[config.mk]
export PLATFORM = sky130hd
export DESIGN_NAME = pps_port_ctrl
export DESIGN_NICKNAME = d
export VERILOG_FILES = /design/src/hw/pps_pkg.sv /design/src/hw/pps_port_ctrl.sv
export SDC_FILE = /design/constraint.sdc
export NUM_CORES = 1
export LEC_CHECK = 0
export BUFFER_PORTS_ARGS = -buffer_cell sky130_fd_sc_hd__buf_4
export CAP_MARGIN = 10
export CORE_MARGIN = 2
export CORE_UTILIZATION = 48
export DETAILED_ROUTE_END_ITERATION = 8
export GPL_TIMING_DRIVEN = 0
export PLACE_DENSITY = 0.66
export SYNTH_ARGS = -nofsm -noshare
export SYNTH_HDL_FRONTEND = slang
export SYNTH_SLANG_ARGS = --single-unit
[constraint.sdc]
create_clock -name clock -period 5 [get_ports clock]
set_input_delay 1.5 -clock clock [delete_from_list [all_inputs] [get_ports clock]]
set_output_delay 1.5 -clock clock [all_outputs]
set_load 0.01 [all_outputs]
[src/hw/pps_pkg.sv]
package pps_pkg;
   // clock and timing
   localparam int CLK_MHZ = 100;
   localparam real UVLO_TIME_MS = 2.5;
   localparam int UVLO_CYC = int'(UVLO_TIME_MS * 1000.0 * CLK_MHZ);
   localparam real PWM_FREQ_KHZ = 25.0;
   localparam real PWM_DUTY_PCT = 6.25;
   localparam int PWM_PERIOD_CYC = int'(CLK_MHZ * 1000.0 / PWM_FREQ_KHZ);
   localparam int PWM_ON_CYC = int'(PWM_PERIOD_CYC * PWM_DUTY_PCT / 100.0);
   // analog figures carried in the threshold register
   localparam logic [15:0] STARTUP_LIM_MA = 16'd420;
   localparam logic [15:0] C5A_CUT_MA = 16'd748;
   localparam logic [15:0] C5A_LIM_MA = 16'd850;
   localparam logic [15:0] C5B_CUT_MA = 16'd792;
   localparam logic [15:0] C5B_LIM_MA = 16'd900;
   localparam logic [15:0] C5AB_CUT_MA = 16'd836;
   localparam logic [15:0] C5AB_LIM_MA = 16'd950;
   // register map
   localparam logic [11:0] REG_CTRL = 12'h000;
   localparam logic [11:0] REG_STATUS = 12'h004;
   localparam logic [11:0] REG_FAULT = 12'h008;
   localparam logic [11:0] REG_THRESH = 12'h00c;
   localparam int CTRL_PORT_EN = 0;
   localparam int CTRL_TWO_EVENT = 1;
   localparam logic [1:0] CTRL_RESET = 2'h1;
   localparam int ST_STATE_LSB = 0;
   localparam int ST_CLASS_LSB = 4;
   localparam int ST_C5_EN = 7;
   localparam int ST_AC_MODE = 8;
   localparam int ST_OV = 9;
   localparam int ST_THERM = 10;
   localparam int ST_BLINK2 = 11;
   localparam int ST_BLINK5 = 12;
   localparam int ST_POWERED = 13;
   localparam int ST_SYS_OK = 14;
   // foldback levels
   localparam logic [1:0] FB_NONE = 2'h0;
   localparam logic [1:0] FB_REDUCED = 2'h1;
   localparam logic [1:0] FB_FLOOR = 2'h2;

   typedef enum logic [3:0] {
      PPS_IDLE = 4'h0, PPS_CLS1 = 4'h1, PPS_MARK1 = 4'h2, PPS_MARK2 = 4'h3,
      PPS_CLS2 = 4'h4, PPS_START = 4'h5, PPS_POWER = 4'h6, PPS_COOL = 4'h7,
      PPS_REJECT = 4'h8
   } pps_state_t;

   // comparator inputs from the analog front end
   typedef struct packed {
      logic over_limit;
      logic over_limit_2a;
      logic over_cut;
      logic under_dc;
      logic under_ac;
      logic port_below_27v;
      logic port_below_10v;
      logic supply_above_uvlo;
      logic supply_over;
      logic temp_hot;
      logic temp_cool;
      logic [3:0] cls_above;
      logic cls_over_max;
   } pps_cmp_t;

   // controls to the analog power path
   typedef struct packed {
      logic gate_on;
      logic regulate;
      logic fast_pulldown;
      logic probe_class;
      logic probe_mark;
      logic startup_limit;
      logic [1:0] foldback;
      logic [2:0] cls;
      logic [1:0] c5_sel;
   } pps_ctl_t;
endpackage

[src/hw/pps_port_ctrl.sv]
`timescale 1ns/1ps
module pps_port_ctrl #(
   parameter int unsigned UVLO_CYCLES = pps_pkg::UVLO_CYC,
   parameter int unsigned CLASS_CYCLES = 1000,
   parameter int unsigned MARK_CYCLES = 1000,
   parameter int unsigned STARTUP_CYCLES = 6000000,
   parameter int unsigned FAULT_CYCLES = 6000000,
   parameter int unsigned FAULT_DEC_DIV = 16,
   parameter int unsigned UNPLUG_CYCLES = 30000000,
   parameter int unsigned BLINK_ON_CYCLES = 25000000,
   parameter int unsigned BLINK_OFF_CYCLES = 25000000,
   parameter int unsigned BLINK_GAP_CYCLES = 100000000
) (
   input wire logic clock,
   input wire logic rst_n,
   input wire logic psel,
   input wire logic penable,
   input wire logic pwrite,
   input wire logic [11:0] paddr,
   input wire logic [31:0] pwdata,
   output logic [31:0] prdata,
   output logic pready,
   output logic pslverr,
   input wire logic high_class_select_a,
   input wire logic high_class_select_b,
   input wire logic led_pwm_enable,
   input wire logic disconnect_mode_strap,
   input wire logic cadence_strap,
   input wire logic hicap_strap,
   input wire pps_pkg::pps_cmp_t cmp,
   input wire logic det_good,
   input wire logic det_bad,
   output pps_pkg::pps_ctl_t ctl,
   output logic detect_enable,
   output logic cadence_mode,
   output logic hicap_detect,
   output logic led_drive_en
);
   import pps_pkg::*;

   generate
      if (CLASS_CYCLES < 1 || MARK_CYCLES < 1 || STARTUP_CYCLES < 1 || FAULT_CYCLES < 2 ||
          FAULT_DEC_DIV < 2 || UNPLUG_CYCLES < 1 || UVLO_CYCLES < 1 || BLINK_ON_CYCLES < 1 ||
          BLINK_OFF_CYCLES < 1 || BLINK_GAP_CYCLES < 1) begin : g_bad
         $error("pps_port_ctrl: timing parameter out of range");
      end
   endgenerate

   // class from band comparators
   function automatic logic [2:0] cls_decode(input pps_cmp_t c, input logic c5);
      logic [2:0] n;
      n = 3'h0;
      for (int i = 0; i < 4; i++) begin
         if (c.cls_above[i]) begin
            n = 3'(i + 1);
         end
      end
      if (c.cls_over_max && c5) begin
         n = 3'h5;
      end
      return n;
   endfunction

   // two-flop synchronisers for pins and comparators
   pps_cmp_t cmp_m, cmp_s;
   logic [5:0] pin_m, pin_s;
   always_ff @(posedge clock or negedge rst_n) begin
      if (!rst_n) begin
         cmp_m <= '0;
         cmp_s <= '0;
         pin_m <= 6'h3f;
         pin_s <= 6'h3f;
      end else begin
         cmp_m <= cmp;
         cmp_s <= cmp_m;
         pin_m <= {high_class_select_a, high_class_select_b, led_pwm_enable,
                   disconnect_mode_strap, cadence_strap, hicap_strap};
         pin_s <= pin_m;
      end
   end
   wire pwm_en_s = pin_s[3];

   // supply undervoltage qualification and thermal hysteresis
   logic [31:0] uv_cnt;
   logic sys_ok, therm_fault;
   always_ff @(posedge clock or negedge rst_n) begin
      if (!rst_n) begin
         uv_cnt <= 32'h0;
         sys_ok <= 1'b0;
         therm_fault <= 1'b0;
      end else begin
         uv_cnt <= !cmp_s.supply_above_uvlo ? 32'h0 : (sys_ok ? uv_cnt : uv_cnt + 32'h1);
         sys_ok <= cmp_s.supply_above_uvlo && (sys_ok || uv_cnt == 32'(UVLO_CYCLES));
         if (cmp_s.temp_hot) begin
            therm_fault <= 1'b1;
         end else if (cmp_s.temp_cool) begin
            therm_fault <= 1'b0;
         end
      end
   end
   wire core_rst = !sys_ok || therm_fault;

   // strap latches, open only while core_rst holds (undervoltage or thermal fault)
   logic c5_a, c5_b, ac_mode;
   always_ff @(posedge clock or negedge rst_n) begin
      if (!rst_n) begin
         c5_a <= 1'b0;
         c5_b <= 1'b0;
         ac_mode <= 1'b0;
         cadence_mode <= 1'b1;
         hicap_detect <= 1'b1;
      end else if (core_rst) begin
         c5_a <= !pin_s[5];
         c5_b <= !pin_s[4];
         ac_mode <= pin_s[2];
         cadence_mode <= pin_s[1];
         hicap_detect <= pin_s[0];
      end
   end
   wire c5_en = c5_a || c5_b;
   wire [1:0] c5_sel = {c5_b, c5_a};

   // register state
   logic [1:0] ctrl;
   pps_state_t state, next_state;
   logic [31:0] tmr, fault_cnt, disc_cnt, dec_div;
   logic [2:0] cls;
   logic blink2, blink5;
   wire port_en = ctrl[CTRL_PORT_EN];
   wire two_ev = ctrl[CTRL_TWO_EVENT];

   // classification result and its checks
   wire [2:0] cls_now = cls_decode(cmp_s, c5_en);
   wire cls_bad = cmp_s.cls_over_max && !c5_en;
   wire cls_end = tmr == 32'(CLASS_CYCLES - 1);
   wire mark_end = tmr == 32'(MARK_CYCLES - 1);

   // fault counting and disconnect sensing
   wire fault_inc = (state == PPS_START && cmp_s.over_limit) ||
                    (state == PPS_POWER && cmp_s.over_cut);
   wire fault_trip = fault_inc && fault_cnt == 32'(FAULT_CYCLES - 1);
   wire dec_tick = dec_div == 32'(FAULT_DEC_DIV - 1);
   wire under = ac_mode ? cmp_s.under_ac : cmp_s.under_dc;
   wire unplug = state == PPS_POWER && under && disc_cnt == 32'(UNPLUG_CYCLES);
   wire start_entry = state != PPS_START && next_state == PPS_START;

   // sequencer next state
   always_comb begin
      next_state = state;
      case (state)
         PPS_IDLE: begin
            if (port_en && !cmp_s.supply_over && fault_cnt == 32'h0 && det_good) begin
               next_state = PPS_CLS1;
            end
         end
         PPS_CLS1: begin
            if (cls_end) begin
               if (cls_bad) begin
                  next_state = PPS_REJECT;
               end else if (two_ev && cls_now >= 3'h4) begin
                  next_state = PPS_MARK1;
               end else begin
                  next_state = PPS_START;
               end
            end
         end
         PPS_MARK1: begin
            if (mark_end) begin
               next_state = PPS_MARK2;
            end
         end
         PPS_MARK2: begin
            if (mark_end) begin
               next_state = PPS_CLS2;
            end
         end
         PPS_CLS2: begin
            if (cls_end) begin
               next_state = cls_bad ? PPS_REJECT : PPS_START;
            end
         end
         PPS_START: begin
            if (fault_trip) begin
               next_state = PPS_COOL;
            end else if (tmr == 32'(STARTUP_CYCLES - 1)) begin
               next_state = PPS_POWER;
            end
         end
         PPS_POWER: begin
            if (fault_trip) begin
               next_state = PPS_COOL;
            end else if (unplug || !port_en) begin
               next_state = PPS_IDLE;
            end
         end
         PPS_COOL: begin
            if (fault_cnt == 32'h0) begin
               next_state = PPS_IDLE;
            end
         end
         PPS_REJECT: next_state = PPS_IDLE;
         default: next_state = PPS_IDLE;
      endcase
      if (cmp_s.supply_over && state != PPS_COOL) begin
         next_state = PPS_IDLE;
      end
   end

   // state, timer and class capture
   always_ff @(posedge clock or negedge rst_n) begin
      if (!rst_n) begin
         state <= PPS_IDLE;
         tmr <= 32'h0;
         cls <= 3'h0;
      end else if (core_rst) begin
         state <= PPS_IDLE;
         tmr <= 32'h0;
         cls <= 3'h0;
      end else begin
         state <= next_state;
         tmr <= (next_state != state) ? 32'h0 : tmr + 32'h1;
         if ((state == PPS_CLS1 || state == PPS_CLS2) && cls_end) begin
            cls <= cls_now;
         end
      end
   end

   // fault counter with slow decay, disconnect timer
   always_ff @(posedge clock or negedge rst_n) begin
      if (!rst_n) begin
         fault_cnt <= 32'h0;
         dec_div <= 32'h0;
         disc_cnt <= 32'h0;
      end else begin
         dec_div <= dec_tick ? 32'h0 : dec_div + 32'h1;
         if (start_entry) begin
            fault_cnt <= 32'h0;
         end else if (fault_inc && !fault_trip) begin
            fault_cnt <= fault_cnt + 32'h1;
         end else if (!fault_inc && dec_tick && fault_cnt != 32'h0) begin
            fault_cnt <= fault_cnt - 32'h1;
         end
         if (state != PPS_POWER || !under) begin
            disc_cnt <= 32'h0;
         end else if (!unplug) begin
            disc_cnt <= disc_cnt + 32'h1;
         end
      end
   end

   // blink code flags, set wins over clear
   always_ff @(posedge clock or negedge rst_n) begin
      if (!rst_n) begin
         blink2 <= 1'b0;
         blink5 <= 1'b0;
      end else begin
         blink2 <= fault_trip || (blink2 && state != PPS_POWER);
         blink5 <= det_bad || (blink5 && !det_good);
      end
   end

   // blink pattern: n flashes then a gap
   logic [31:0] bl_tmr;
   logic [2:0] bl_idx;
   logic bl_on;
   wire [2:0] bl_n = blink2 ? 3'h2 : 3'h5;
   wire [31:0] bl_len = bl_on ? 32'(BLINK_ON_CYCLES) :
                        (bl_idx == bl_n - 3'h1) ? 32'(BLINK_GAP_CYCLES) : 32'(BLINK_OFF_CYCLES);
   wire bl_step = bl_tmr >= bl_len - 32'h1;
   always_ff @(posedge clock or negedge rst_n) begin
      if (!rst_n) begin
         bl_tmr <= 32'h0;
         bl_idx <= 3'h0;
         bl_on <= 1'b0;
      end else if (!(blink2 || blink5)) begin
         bl_tmr <= 32'h0;
         bl_idx <= 3'h0;
         bl_on <= 1'b1;
      end else if (bl_step) begin
         bl_tmr <= 32'h0;
         bl_on <= !bl_on;
         if (!bl_on) begin
            bl_idx <= (bl_idx >= bl_n - 3'h1) ? 3'h0 : bl_idx + 3'h1;
         end
      end else begin
         bl_tmr <= bl_tmr + 32'h1;
      end
   end

   // led pwm carrier and led drive
   logic [31:0] pwm_cnt;
   wire pwm_on = pwm_cnt < 32'(PWM_ON_CYC);
   wire powered = state == PPS_POWER;
   wire led_raw = powered ? 1'b1 : ((blink2 || blink5) && bl_on);
   always_ff @(posedge clock or negedge rst_n) begin
      if (!rst_n) begin
         pwm_cnt <= 32'h0;
         led_drive_en <= 1'b0;
      end else begin
         pwm_cnt <= (pwm_cnt == 32'(PWM_PERIOD_CYC - 1)) ? 32'h0 : pwm_cnt + 32'h1;
         led_drive_en <= led_raw && (!pwm_en_s || pwm_on);
      end
   end

   // analog path controls
   wire gate = state == PPS_START || state == PPS_POWER;
   always_ff @(posedge clock or negedge rst_n) begin
      if (!rst_n) begin
         ctl <= '0;
         detect_enable <= 1'b0;
      end else begin
         ctl.gate_on <= gate && !core_rst && !cmp_s.supply_over;
         ctl.regulate <= gate && cmp_s.over_limit;
         ctl.fast_pulldown <= gate && cmp_s.over_limit_2a;
         ctl.probe_class <= state == PPS_CLS1 || state == PPS_CLS2;
         ctl.probe_mark <= state == PPS_MARK1 || state == PPS_MARK2;
         ctl.startup_limit <= state == PPS_START;
         ctl.foldback <= !gate ? FB_NONE : cmp_s.port_below_10v ? FB_FLOOR :
                         cmp_s.port_below_27v ? FB_REDUCED : FB_NONE;
         ctl.cls <= cls;
         ctl.c5_sel <= c5_sel;
         detect_enable <= state == PPS_IDLE && !core_rst && port_en && fault_cnt == 32'h0;
      end
   end

   // apb decode and read mux
   wire apb_access = psel && penable;
   wire apb_setup = psel && !penable;
   wire hit_ctrl = paddr == REG_CTRL;
   wire mapped = hit_ctrl || paddr == REG_STATUS || paddr == REG_FAULT || paddr == REG_THRESH;
   wire [31:0] c5_thresh = (c5_sel == 2'h1) ? {C5A_CUT_MA, C5A_LIM_MA} :
                           (c5_sel == 2'h2) ? {C5B_CUT_MA, C5B_LIM_MA} :
                           (c5_sel == 2'h3) ? {C5AB_CUT_MA, C5AB_LIM_MA} : 32'h0;
   logic [31:0] status_word;
   always_comb begin
      status_word = 32'h0;
      status_word[ST_STATE_LSB +: 4] = state;
      status_word[ST_CLASS_LSB +: 3] = cls;
      status_word[ST_C5_EN] = c5_en;
      status_word[ST_AC_MODE] = ac_mode;
      status_word[ST_OV] = cmp_s.supply_over;
      status_word[ST_THERM] = therm_fault;
      status_word[ST_BLINK2] = blink2;
      status_word[ST_BLINK5] = blink5;
      status_word[ST_POWERED] = powered;
      status_word[ST_SYS_OK] = sys_ok;
   end
   wire [31:0] rd_mux = hit_ctrl ? {30'h0, ctrl} :
                        (paddr == REG_STATUS) ? status_word :
                        (paddr == REG_FAULT) ? fault_cnt :
                        (paddr == REG_THRESH) ?
                        ((state == PPS_START) ? {16'h0, STARTUP_LIM_MA} : c5_thresh) : 32'h0;
   assign pready = 1'b1;
   assign pslverr = apb_access && !mapped;

   // register writes in access phase, read capture in setup phase
   always_ff @(posedge clock or negedge rst_n) begin
      if (!rst_n) begin
         ctrl <= CTRL_RESET;
         prdata <= 32'h0;
      end else begin
         if (apb_access && pwrite && hit_ctrl) begin
            ctrl <= pwdata[1:0];
         end
         if (apb_setup) begin
            prdata <= rd_mux;
         end
      end
   end

   // checks
   property p_two_event;
      @(posedge clock) disable iff (!rst_n || core_rst)
      (state == PPS_CLS1 && cls_end && two_ev && cls_now >= 3'h4 && !cls_bad &&
       !cmp_s.supply_over) |=> state == PPS_MARK1;
   endproperty
   a_two_event: assert property (p_two_event) else $error("second event not begun");
   property p_marks;
      @(posedge clock) disable iff (!rst_n || core_rst)
      (state == PPS_MARK1 && mark_end && !cmp_s.supply_over) |=> state == PPS_MARK2 ##1
      ctl.probe_mark;
   endproperty
   a_marks: assert property (p_marks) else $error("mark sequence broken");
   property p_start_clear;
      @(posedge clock) disable iff (!rst_n)
      (state != PPS_START ##1 state == PPS_START) |-> fault_cnt == 32'h0 && disc_cnt == 32'h0;
   endproperty
   a_start_clear: assert property (p_start_clear) else $error("timers not cleared");
   property p_trip;
      @(posedge clock) disable iff (!rst_n || core_rst)
      (fault_trip && !cmp_s.supply_over) |=> state == PPS_COOL ##1 !ctl.gate_on;
   endproperty
   a_trip: assert property (p_trip) else $error("fault did not power down");
   property p_cool_hold;
      @(posedge clock) disable iff (!rst_n || core_rst)
      (state == PPS_COOL && fault_cnt != 32'h0) |=> state == PPS_COOL;
   endproperty
   a_cool_hold: assert property (p_cool_hold) else $error("left cooldown early");
   property p_ov;
      @(posedge clock) disable iff (!rst_n)
      cmp_s.supply_over |=> !ctl.gate_on;
   endproperty
   a_ov: assert property (p_ov) else $error("gate on in overvoltage");
   property p_uvlo;
      @(posedge clock) disable iff (!rst_n)
      (!sys_ok || therm_fault) |=> !ctl.gate_on && state == PPS_IDLE;
   endproperty
   a_uvlo: assert property (p_uvlo) else $error("port on during reset");
   property p_reject;
      @(posedge clock) disable iff (!rst_n)
      state == PPS_REJECT |=> state == PPS_IDLE ##1 !ctl.gate_on;
   endproperty
   a_reject: assert property (p_reject) else $error("reject did not idle");
   property p_pwm;
      @(posedge clock) disable iff (!rst_n)
      (led_drive_en && $past(pwm_en_s)) |-> $past(pwm_cnt) < 32'(PWM_ON_CYC);
   endproperty
   a_pwm: assert property (p_pwm) else $error("led on outside pwm window");
endmodule

==> results of run 1 <==
cell usage after synthesis, drive strengths merged, types with 4 or more instances:
cell type | n | area (sq um)
a21oi | 78 | 390
a31oi | 7 | 43.8
o21ai | 50 | 250
o2111ai | 4 | 35.0
nor4 | 54 | 350
xor2 | 79 | 692
nor3 | 59 | 435
nor2 | 191 | 717
nand2 | 144 | 541
nor4b | 8 | 70.1
inv | 47 | 176
a211oi | 8 | 60.1
nand2b | 15 | 93.8
nor3b | 11 | 92.6
nor4bb | 5 | 50.1
a21boi | 6 | 45.0
a21o | 12 | 90.1
and4 | 8 | 70.1
nand3 | 98 | 490
mux2i | 9 | 90.1
nand4 | 51 | 319
or2 | 8 | 50.1
or3 | 22 | 143
dfstp | 15 | 394
o211ai | 9 | 67.6
buf | 12 | 71.3
clkbuf | 40 | 150
or4 | 7 | 56.3
a211o | 4 | 35.0
dfrtp | 322 | 8060
a221oi | 10 | 87.6
a22oi | 6 | 45.0
and2 | 39 | 244
and3 | 39 | 244
o21a | 10 | 75.1
xnor2 | 100 | 876
a22o | 10 | 87.6
nor2b | 22 | 138
ha | 56 | 701
mux2 | 7 | 78.8
routing by layer:
| metal | vias to the layer above | routed length [um] | global-route usage, % | part of all wire (%) |
|---|---|---|---|---|
| met5 | - | 0 | 0 | 0 |
| met4 | 0 | 1210 | 7.28 | 3.0 |
| met3 | 94 | 2110 | 3.04 | 5.2 |
| met2 | 359 | 19100 | 36.7 | 47 |
| met1 | 6639 | 18300 | 31.3 | 45 |
| li1 | 6426 | - | - | - |
kinds of logic (layout without fill, tap and decap cells):
family / after synthesis / after routing / synth area share, %
xor+xnor: 179 / 179 / 9.15
buf+inv: 99 / 268 / 2.32
simple gates: 787 / 787 / 24.3
mux: 16 / 16 / 0.986
fa+ha+maj: 57 / 57 / 4.21
flops: 337 / 337 / 49.3
other cells: 2 / 7 / 0.0438
compound gates: 251 / 251 / 9.68
sequential cells by signal, indices dropped and copies added, names as in the netlist, 4 cells and up:
signal	flops
bl_tmr	32
dec_div	32
disc_cnt	32
fault_cnt	32
prdata	32
pwm_cnt	32
tmr	32
uv_cnt	32
cmp_m	16
cmp_s	16
ctl	13
pin_m	6
pin_s	6
state	4
power breakdown:
group / switching [mW] / internal [mW] / total, mW
registers: 0.0385 / 2.78 / 2.82
clock network: 1.09 / 1.62 / 2.72
logic: 0.147 / 0.0974 / 0.245
worst min path at each step:
stage | startpoint | to | slack [ps] | cells past startpoint
floorplan | cmp_m[0] | cmp_s[0] | 330 | 0
global placement | cmp_m[10] | cmp_s[10] | 330 | 0
detailed placement | cmp_m[5] | cmp_s[5] | 340 | 0
CTS | cmp_m[15] | cmp_s[15] | 350 | 0
global route | cmp_m[7] | cmp_s[7] | 350 | 0
finish | cmp_m[7] | cmp_s[7] | 350 | 0
final cells by class:
cell class,instances,area share [%]
plain buffers,52,1.14
clock buffers,59,5.75
clock inverters,6,0.423
inverters,47,0.909
multi-input cells,1297,42.1
flip-flops and latches,337,42.6
well taps,461,2.91
repair buffers,103,4.14
repair inverters,1,0.0379
stage by stage:
stage	TNS (ps)	power [mW]	hold slack [ps]	setup WS, ps
2_1_floorplan	0	2.97	331	548
3_3_place_gp	-229940	3.10	332	-784
3_5_place_dp	-8000	3.12	336	-812
4_1_cts	0	5.85	347	111
5_1_grt	-4.39	6.00	353	-4.39
6_report	0	5.78	346	259
repair_timing:
action,4_1_cts,5_1_grt
buffers inserted,4,6
gates cloned,1,0
setup endpoints to repair,21,8
pin swaps,0,2
gates resized for setup,6,5
hold buffers,0,0
==> flow_summary.json, run 1 <==
{
  "crit_fanout": 11,
  "rows": 69,
  "timing.slew.headroom_pct": 25.7,
  "synth_cell_type_count": 76,
  "finalWorstPathRequiredPeriod_ps": 4740,
  "num-nets-final": 2006,
  "multi_input_area_sq_mm": 0.00834,
  "clk_latency_ps": 530,
  "avgRoutedWirePerCell_um": 17.2,
  "critical-path-max-stage-delay_ps": 490,
  "register_to_register_path_setup_slack_ps": 260,
  "final_max_slew_viol_count": 0,
  "final-setup-viol-count": 0,
  "portBuffers": 90,
  "synthesis.area_sq_mm": 0.0171,
  "detail_route.wirelength_um": 40700,
  "synth-edff-count": 0,
  "rr_endpoint": "fault_cnt[29]",
  "chipHeight_um": 193,
  "regToRegStartpoint": "state[3]",
  "route.detailed.vias_per_inst": 5.72,
  "area_growth_syn_to_layout_pct": 15.7,
  "yosys_register_bits": 337,
  "min_path_type": "reg2reg",
  "path_clk_slew_ps": 60,
  "layout.area.seq_sq_mm": 0.00845,
  "max_cap_viol_count": 0,
  "global_route.usage.total_pct": 22.5,
  "path_cells": "clkbuf_1 > nor4bb_4 > clkbuf_4 > a22oi_1 > a21oi_4 > clkinvlp_4 > buf_4 > ha_1 > clkbuf_1 > a21oi_1 > a21boi_0 > a311oi_1 > o2111ai_1 > a21oi_1 > o21ai_0 > or4_1 > nand4_1",
  "first_global_vias": 13300,
  "detailedRoute.firstPassIterationCount": 6,
  "fraction_of_layout_cells_with_a_size_suffix_above_1_pct": 12.6,
  "synthesis.yosys.warnings": 0,
  "worst-r2r-cell-count": 17,
  "cp-start-kind": "register",
  "family_with_the_most_delay_on_the_worst_path": "compound AO/OA/AOI/OAI gates",
  "cpMaxStageDelayCell": "sky130_fd_sc_hd__or4_1",
  "final_cell_area_sq_mm": 0.0198,
  "htree_num_levels": 2,
  "worstPathArrival_ps": 5190,
  "place.detailed.instances": 2287,
  "detail-route-antenna-nets": 0,
  "max-clock-path-buffers": 3,
  "first_iter_violations": 1093,
  "pin_count_of_the_biggest_net_entering_global_routing": 120,
  "hpwlAfterDp_um": 29000,
  "final_common_cell": "sky130_fd_sc_hd__dfrtp_1",
  "power_leakage_nw": 8.44,
  "skew_final_ps": 20.5,
  "floorplan.core_area_sq_mm": 0.0354,
  "hold_viol_final": 0,
  "clock-sinks": 337,
  "placed_area_sq_mm": 0.0185,
  "post-route-period-util_pct": 94.8,
  "final_util_pct": 56.0,
  "crit_path_end_kind": "register",
  "drc": 0,
  "timing.critical_path.required_ps": 5450,
  "die_width_um": 193,
  "synth_cells": 1728,
  "outcome": "completed",
  "synth_ff_type": "sky130_fd_sc_hd__dfrtp_1",
  "tritoncts.num_buffers": 37,
  "grt_remaining_overflow": 0,
  "tritoncts_clock_tree": "done",
  "via_count": 13500,
  "grt_pass1_wl_um": 68000,
  "worst-path-buf-inv": 5,
  "gp_routability_congestion": 0.905,
  "vdd.ir_drop.worst_v": 0.000393,
  "startpoint": "state[3]",
  "cellPowerDensity_mw_per_mm2": 292,
  "clk_root_buffer_cell": "sky130_fd_sc_hd__clkbuf_16",
  "fmaxAchievable_mhz": 211,
  "initial_antenna_violation_count": 0,
  "critical_path_cell_count": 17,
  "floorplan.die_area_sq_mm": 0.0372,
  "pin_count": 124,
  "filler_cell_count": 3133,
  "final_cell_mix": "sky130_fd_sc_hd__dfrtp_1 (322), sky130_fd_sc_hd__nor2_1 (191), sky130_fd_sc_hd__nand2_1 (144)",
  "antenna_diode_instance_count": 0,
  "layout_cells_excl_fill": 2363,
  "worst-setup-path-type": "reg2reg",
  "tightestPinTransition_ps": 1100,
  "seq_area_frac_synth_pct": 49.3,
  "synth.avg_cell_area_sq_um": 9.91,
  "floorplan.initialDensity_pct": 48.4,
  "crit_end": "fault_cnt[29]",
  "synth_async_reset_ratio_pct": 100
}
No activity file was read; power rests on OpenSTA's default activity.
==> run 2, diff against run 1 <==
==> constraint.sdc (replaced) <==
create_clock -name clock -period 4.4 [get_ports clock]
set_input_delay 1.32 -clock clock [delete_from_list [all_inputs] [get_ports clock]]
set_output_delay 1.32 -clock clock [all_outputs]
set_load 0.01 [all_outputs]
==> flow_summary.json, run 2 (synthesized netlist as in run 1, its figures left out) <==
{
  "timing.critical_path.required_ps": 4820,
  "grt_remaining_overflow": 0,
  "filler_cell_count": 3135,
  "final.setup.tns_ps": 0,
  "layout_cells_excl_fill": 2370,
  "worst-setup-path-type": "reg2reg",
  "fraction_of_layout_cells_with_a_size_suffix_above_1_pct": 13.9,
  "floorplan.initialDensity_pct": 48.4,
  "chipHeight_um": 193,
  "hpwlAfterDp_um": 28800,
  "avgRoutedWirePerCell_um": 17.2,
  "htree_num_levels": 2,
  "clock-sinks": 337,
  "crit_path_end_kind": "register",
  "hold_viol_final": 0,
  "worst_slack_ps": 130,
  "timing.slew.headroom_pct": 19.7,
  "final_common_cell": "sky130_fd_sc_hd__dfrtp_1",
  "num-nets-final": 2010,
  "cellPowerDensity_mw_per_mm2": 334,
  "fmaxAchievable_mhz": 234,
  "layout.area.seq_sq_mm": 0.00845,
  "detailedPlace.worstSlack_ps": -1250,
  "drc": 0,
  "detail_route.wirelength_um": 40700,
  "finalHoldWorstSlack_ps": 345,
  "clk_root_buffer_cell": "sky130_fd_sc_hd__clkbuf_16",
  "first_iter_violations": 908,
  "gp_routability_congestion": 0.913,
  "multi_input_area_sq_mm": 0.00842,
  "min_path_type": "reg2reg",
  "detail-route-antenna-nets": 0,
  "route.detailed.vias_per_inst": 5.65,
  "floorplan.core_area_sq_mm": 0.0354,
  "finalPower_mw": 6.67,
  "max_cap_viol_count": 0,
  "initial_antenna_violation_count": 0,
  "cp-start-kind": "register",
  "max-clock-path-buffers": 3,
  "min_path_cells": 0,
  "vdd.ir_drop.worst_v": 0.000323,
  "skew_final_ps": 15.0,
  "tritoncts.num_buffers": 38,
  "power_leakage_nw": 8.50,
  "detailedRoute.firstPassIterationCount": 5,
  "area_growth_syn_to_layout_pct": 16.7,
  "post-route-period-util_pct": 97.0,
  "grt_pass1_wl_um": 67100,
  "tritoncts_clock_tree": "done",
  "post_cts_hold_buffer_count": 0,
  "pin_count": 124,
  "floorplan.die_area_sq_mm": 0.0372,
  "rows": 69,
  "antenna_diode_instance_count": 0,
  "final_cell_area_sq_mm": 0.0200,
  "tightestPinTransition_ps": 1190,
  "finalWorstPathRequiredPeriod_ps": 4270,
  "first_global_vias": 13200,
  "global_route.usage.total_pct": 22.5,
  "die_width_um": 193,
  "portBuffers": 90,
  "final_util_pct": 56.5,
  "worst-r2r-cell-count": 15,
  "outcome": "completed",
  "clk_latency_ps": 540,
  "via_count": 13400,
  "crit_fanout": 12,
  "final_max_slew_viol_count": 0,
  "final-setup-viol-count": 0,
  "path_clk_slew_ps": 60,
  "place.detailed.instances": 2286,
  "placed_area_sq_mm": 0.0185,
  "final_cell_mix": "sky130_fd_sc_hd__dfrtp_1 (321), sky130_fd_sc_hd__nor2_1 (191), sky130_fd_sc_hd__nand2_1 (144)",
  "pin_count_of_the_biggest_net_entering_global_routing": 127,
  "worstPathArrival_ps": 4690
}
## run 2: changes by cell type in the layout (fill, tap and decap cells not counted), sizes merged
cell      before  now
clkbuf        99   98
clkinv         3    5
clkinvlp       3    4
bufinv         1    2
buf          115  119
## run 2: worst max-delay path: stages, from the launching register on
cell	delay (ps)
sky130_fd_sc_hd__dfrtp_2	490
sky130_fd_sc_hd__nor4bb_4	400
sky130_fd_sc_hd__clkbuf_8	230
sky130_fd_sc_hd__a22oi_2	140
sky130_fd_sc_hd__a21oi_4	200
sky130_fd_sc_hd__clkinvlp_4	90
sky130_fd_sc_hd__buf_4	200
sky130_fd_sc_hd__ha_1	350
sky130_fd_sc_hd__nor2b_1	180
sky130_fd_sc_hd__o211a_1	270
sky130_fd_sc_hd__o211ai_1	300
sky130_fd_sc_hd__a21oi_2	140
sky130_fd_sc_hd__or4_4	560
sky130_fd_sc_hd__a41oi_2	230
sky130_fd_sc_hd__nor4_1	80
sky130_fd_sc_hd__a211o_1	280
## run 2: timing repair
item,4_1_cts,5_1_grt
setup endpoints to repair,26,43
buffers inserted,11,4
gates resized for setup,19,12
gates cloned,1,0
pin swaps,2,4
## run 2: path summary, 6_finish.rpt
| check | startpoint | to | slack [ps] |
|---|---|---|---|
| setup / recovery | state[3] | fault_cnt[30] | 130 |
| hold / removal | cmp_m[14] | cmp_s[14] | 350 |
| setup reg to reg | state[3] | fault_cnt[30] | 130 |
| hold reg to reg | cmp_m[14] | cmp_s[14] | 350 |
| max in group asynchronous | rst_n | pwm_cnt[4] | 2520 |
| min in group asynchronous | rst_n | fault_cnt[19] | 790 |
## run 2: layout make-up
type	count	area share, %
Multi-Input combinational cell	1297	42.1
Clock buffer	59	5.76
Clock inverter	10	0.545
Sequential cell	337	42.3
Buffer	51	1.15
Inverter	47	0.901
Timing Repair Buffer	107	4.32
Tap cell	461	2.89
Timing Repair inverter	1	0.0376
## run 2: power breakdown
part	internal [mW]	switching, mW	leakage (nW)	total (mW)
clock network	1.92	1.27	0.617	3.19
logic	0.111	0.166	3.52	0.277
registers	3.16	0.0419	4.37	3.20
total	5.19	1.48	8.50	6.67
## run 2: routing by layer
metal | vias to the layer above | part of all wire, % | GRT usage (%)
li1 | 6430 | - | -
met1 | 6577 | 45 | 31.1
met2 | 323 | 46 | 35.0
met3 | 69 | 5.6 | 4.67
met4 | 0 | 2.9 | 8.74
met5 | - | 0 | 0
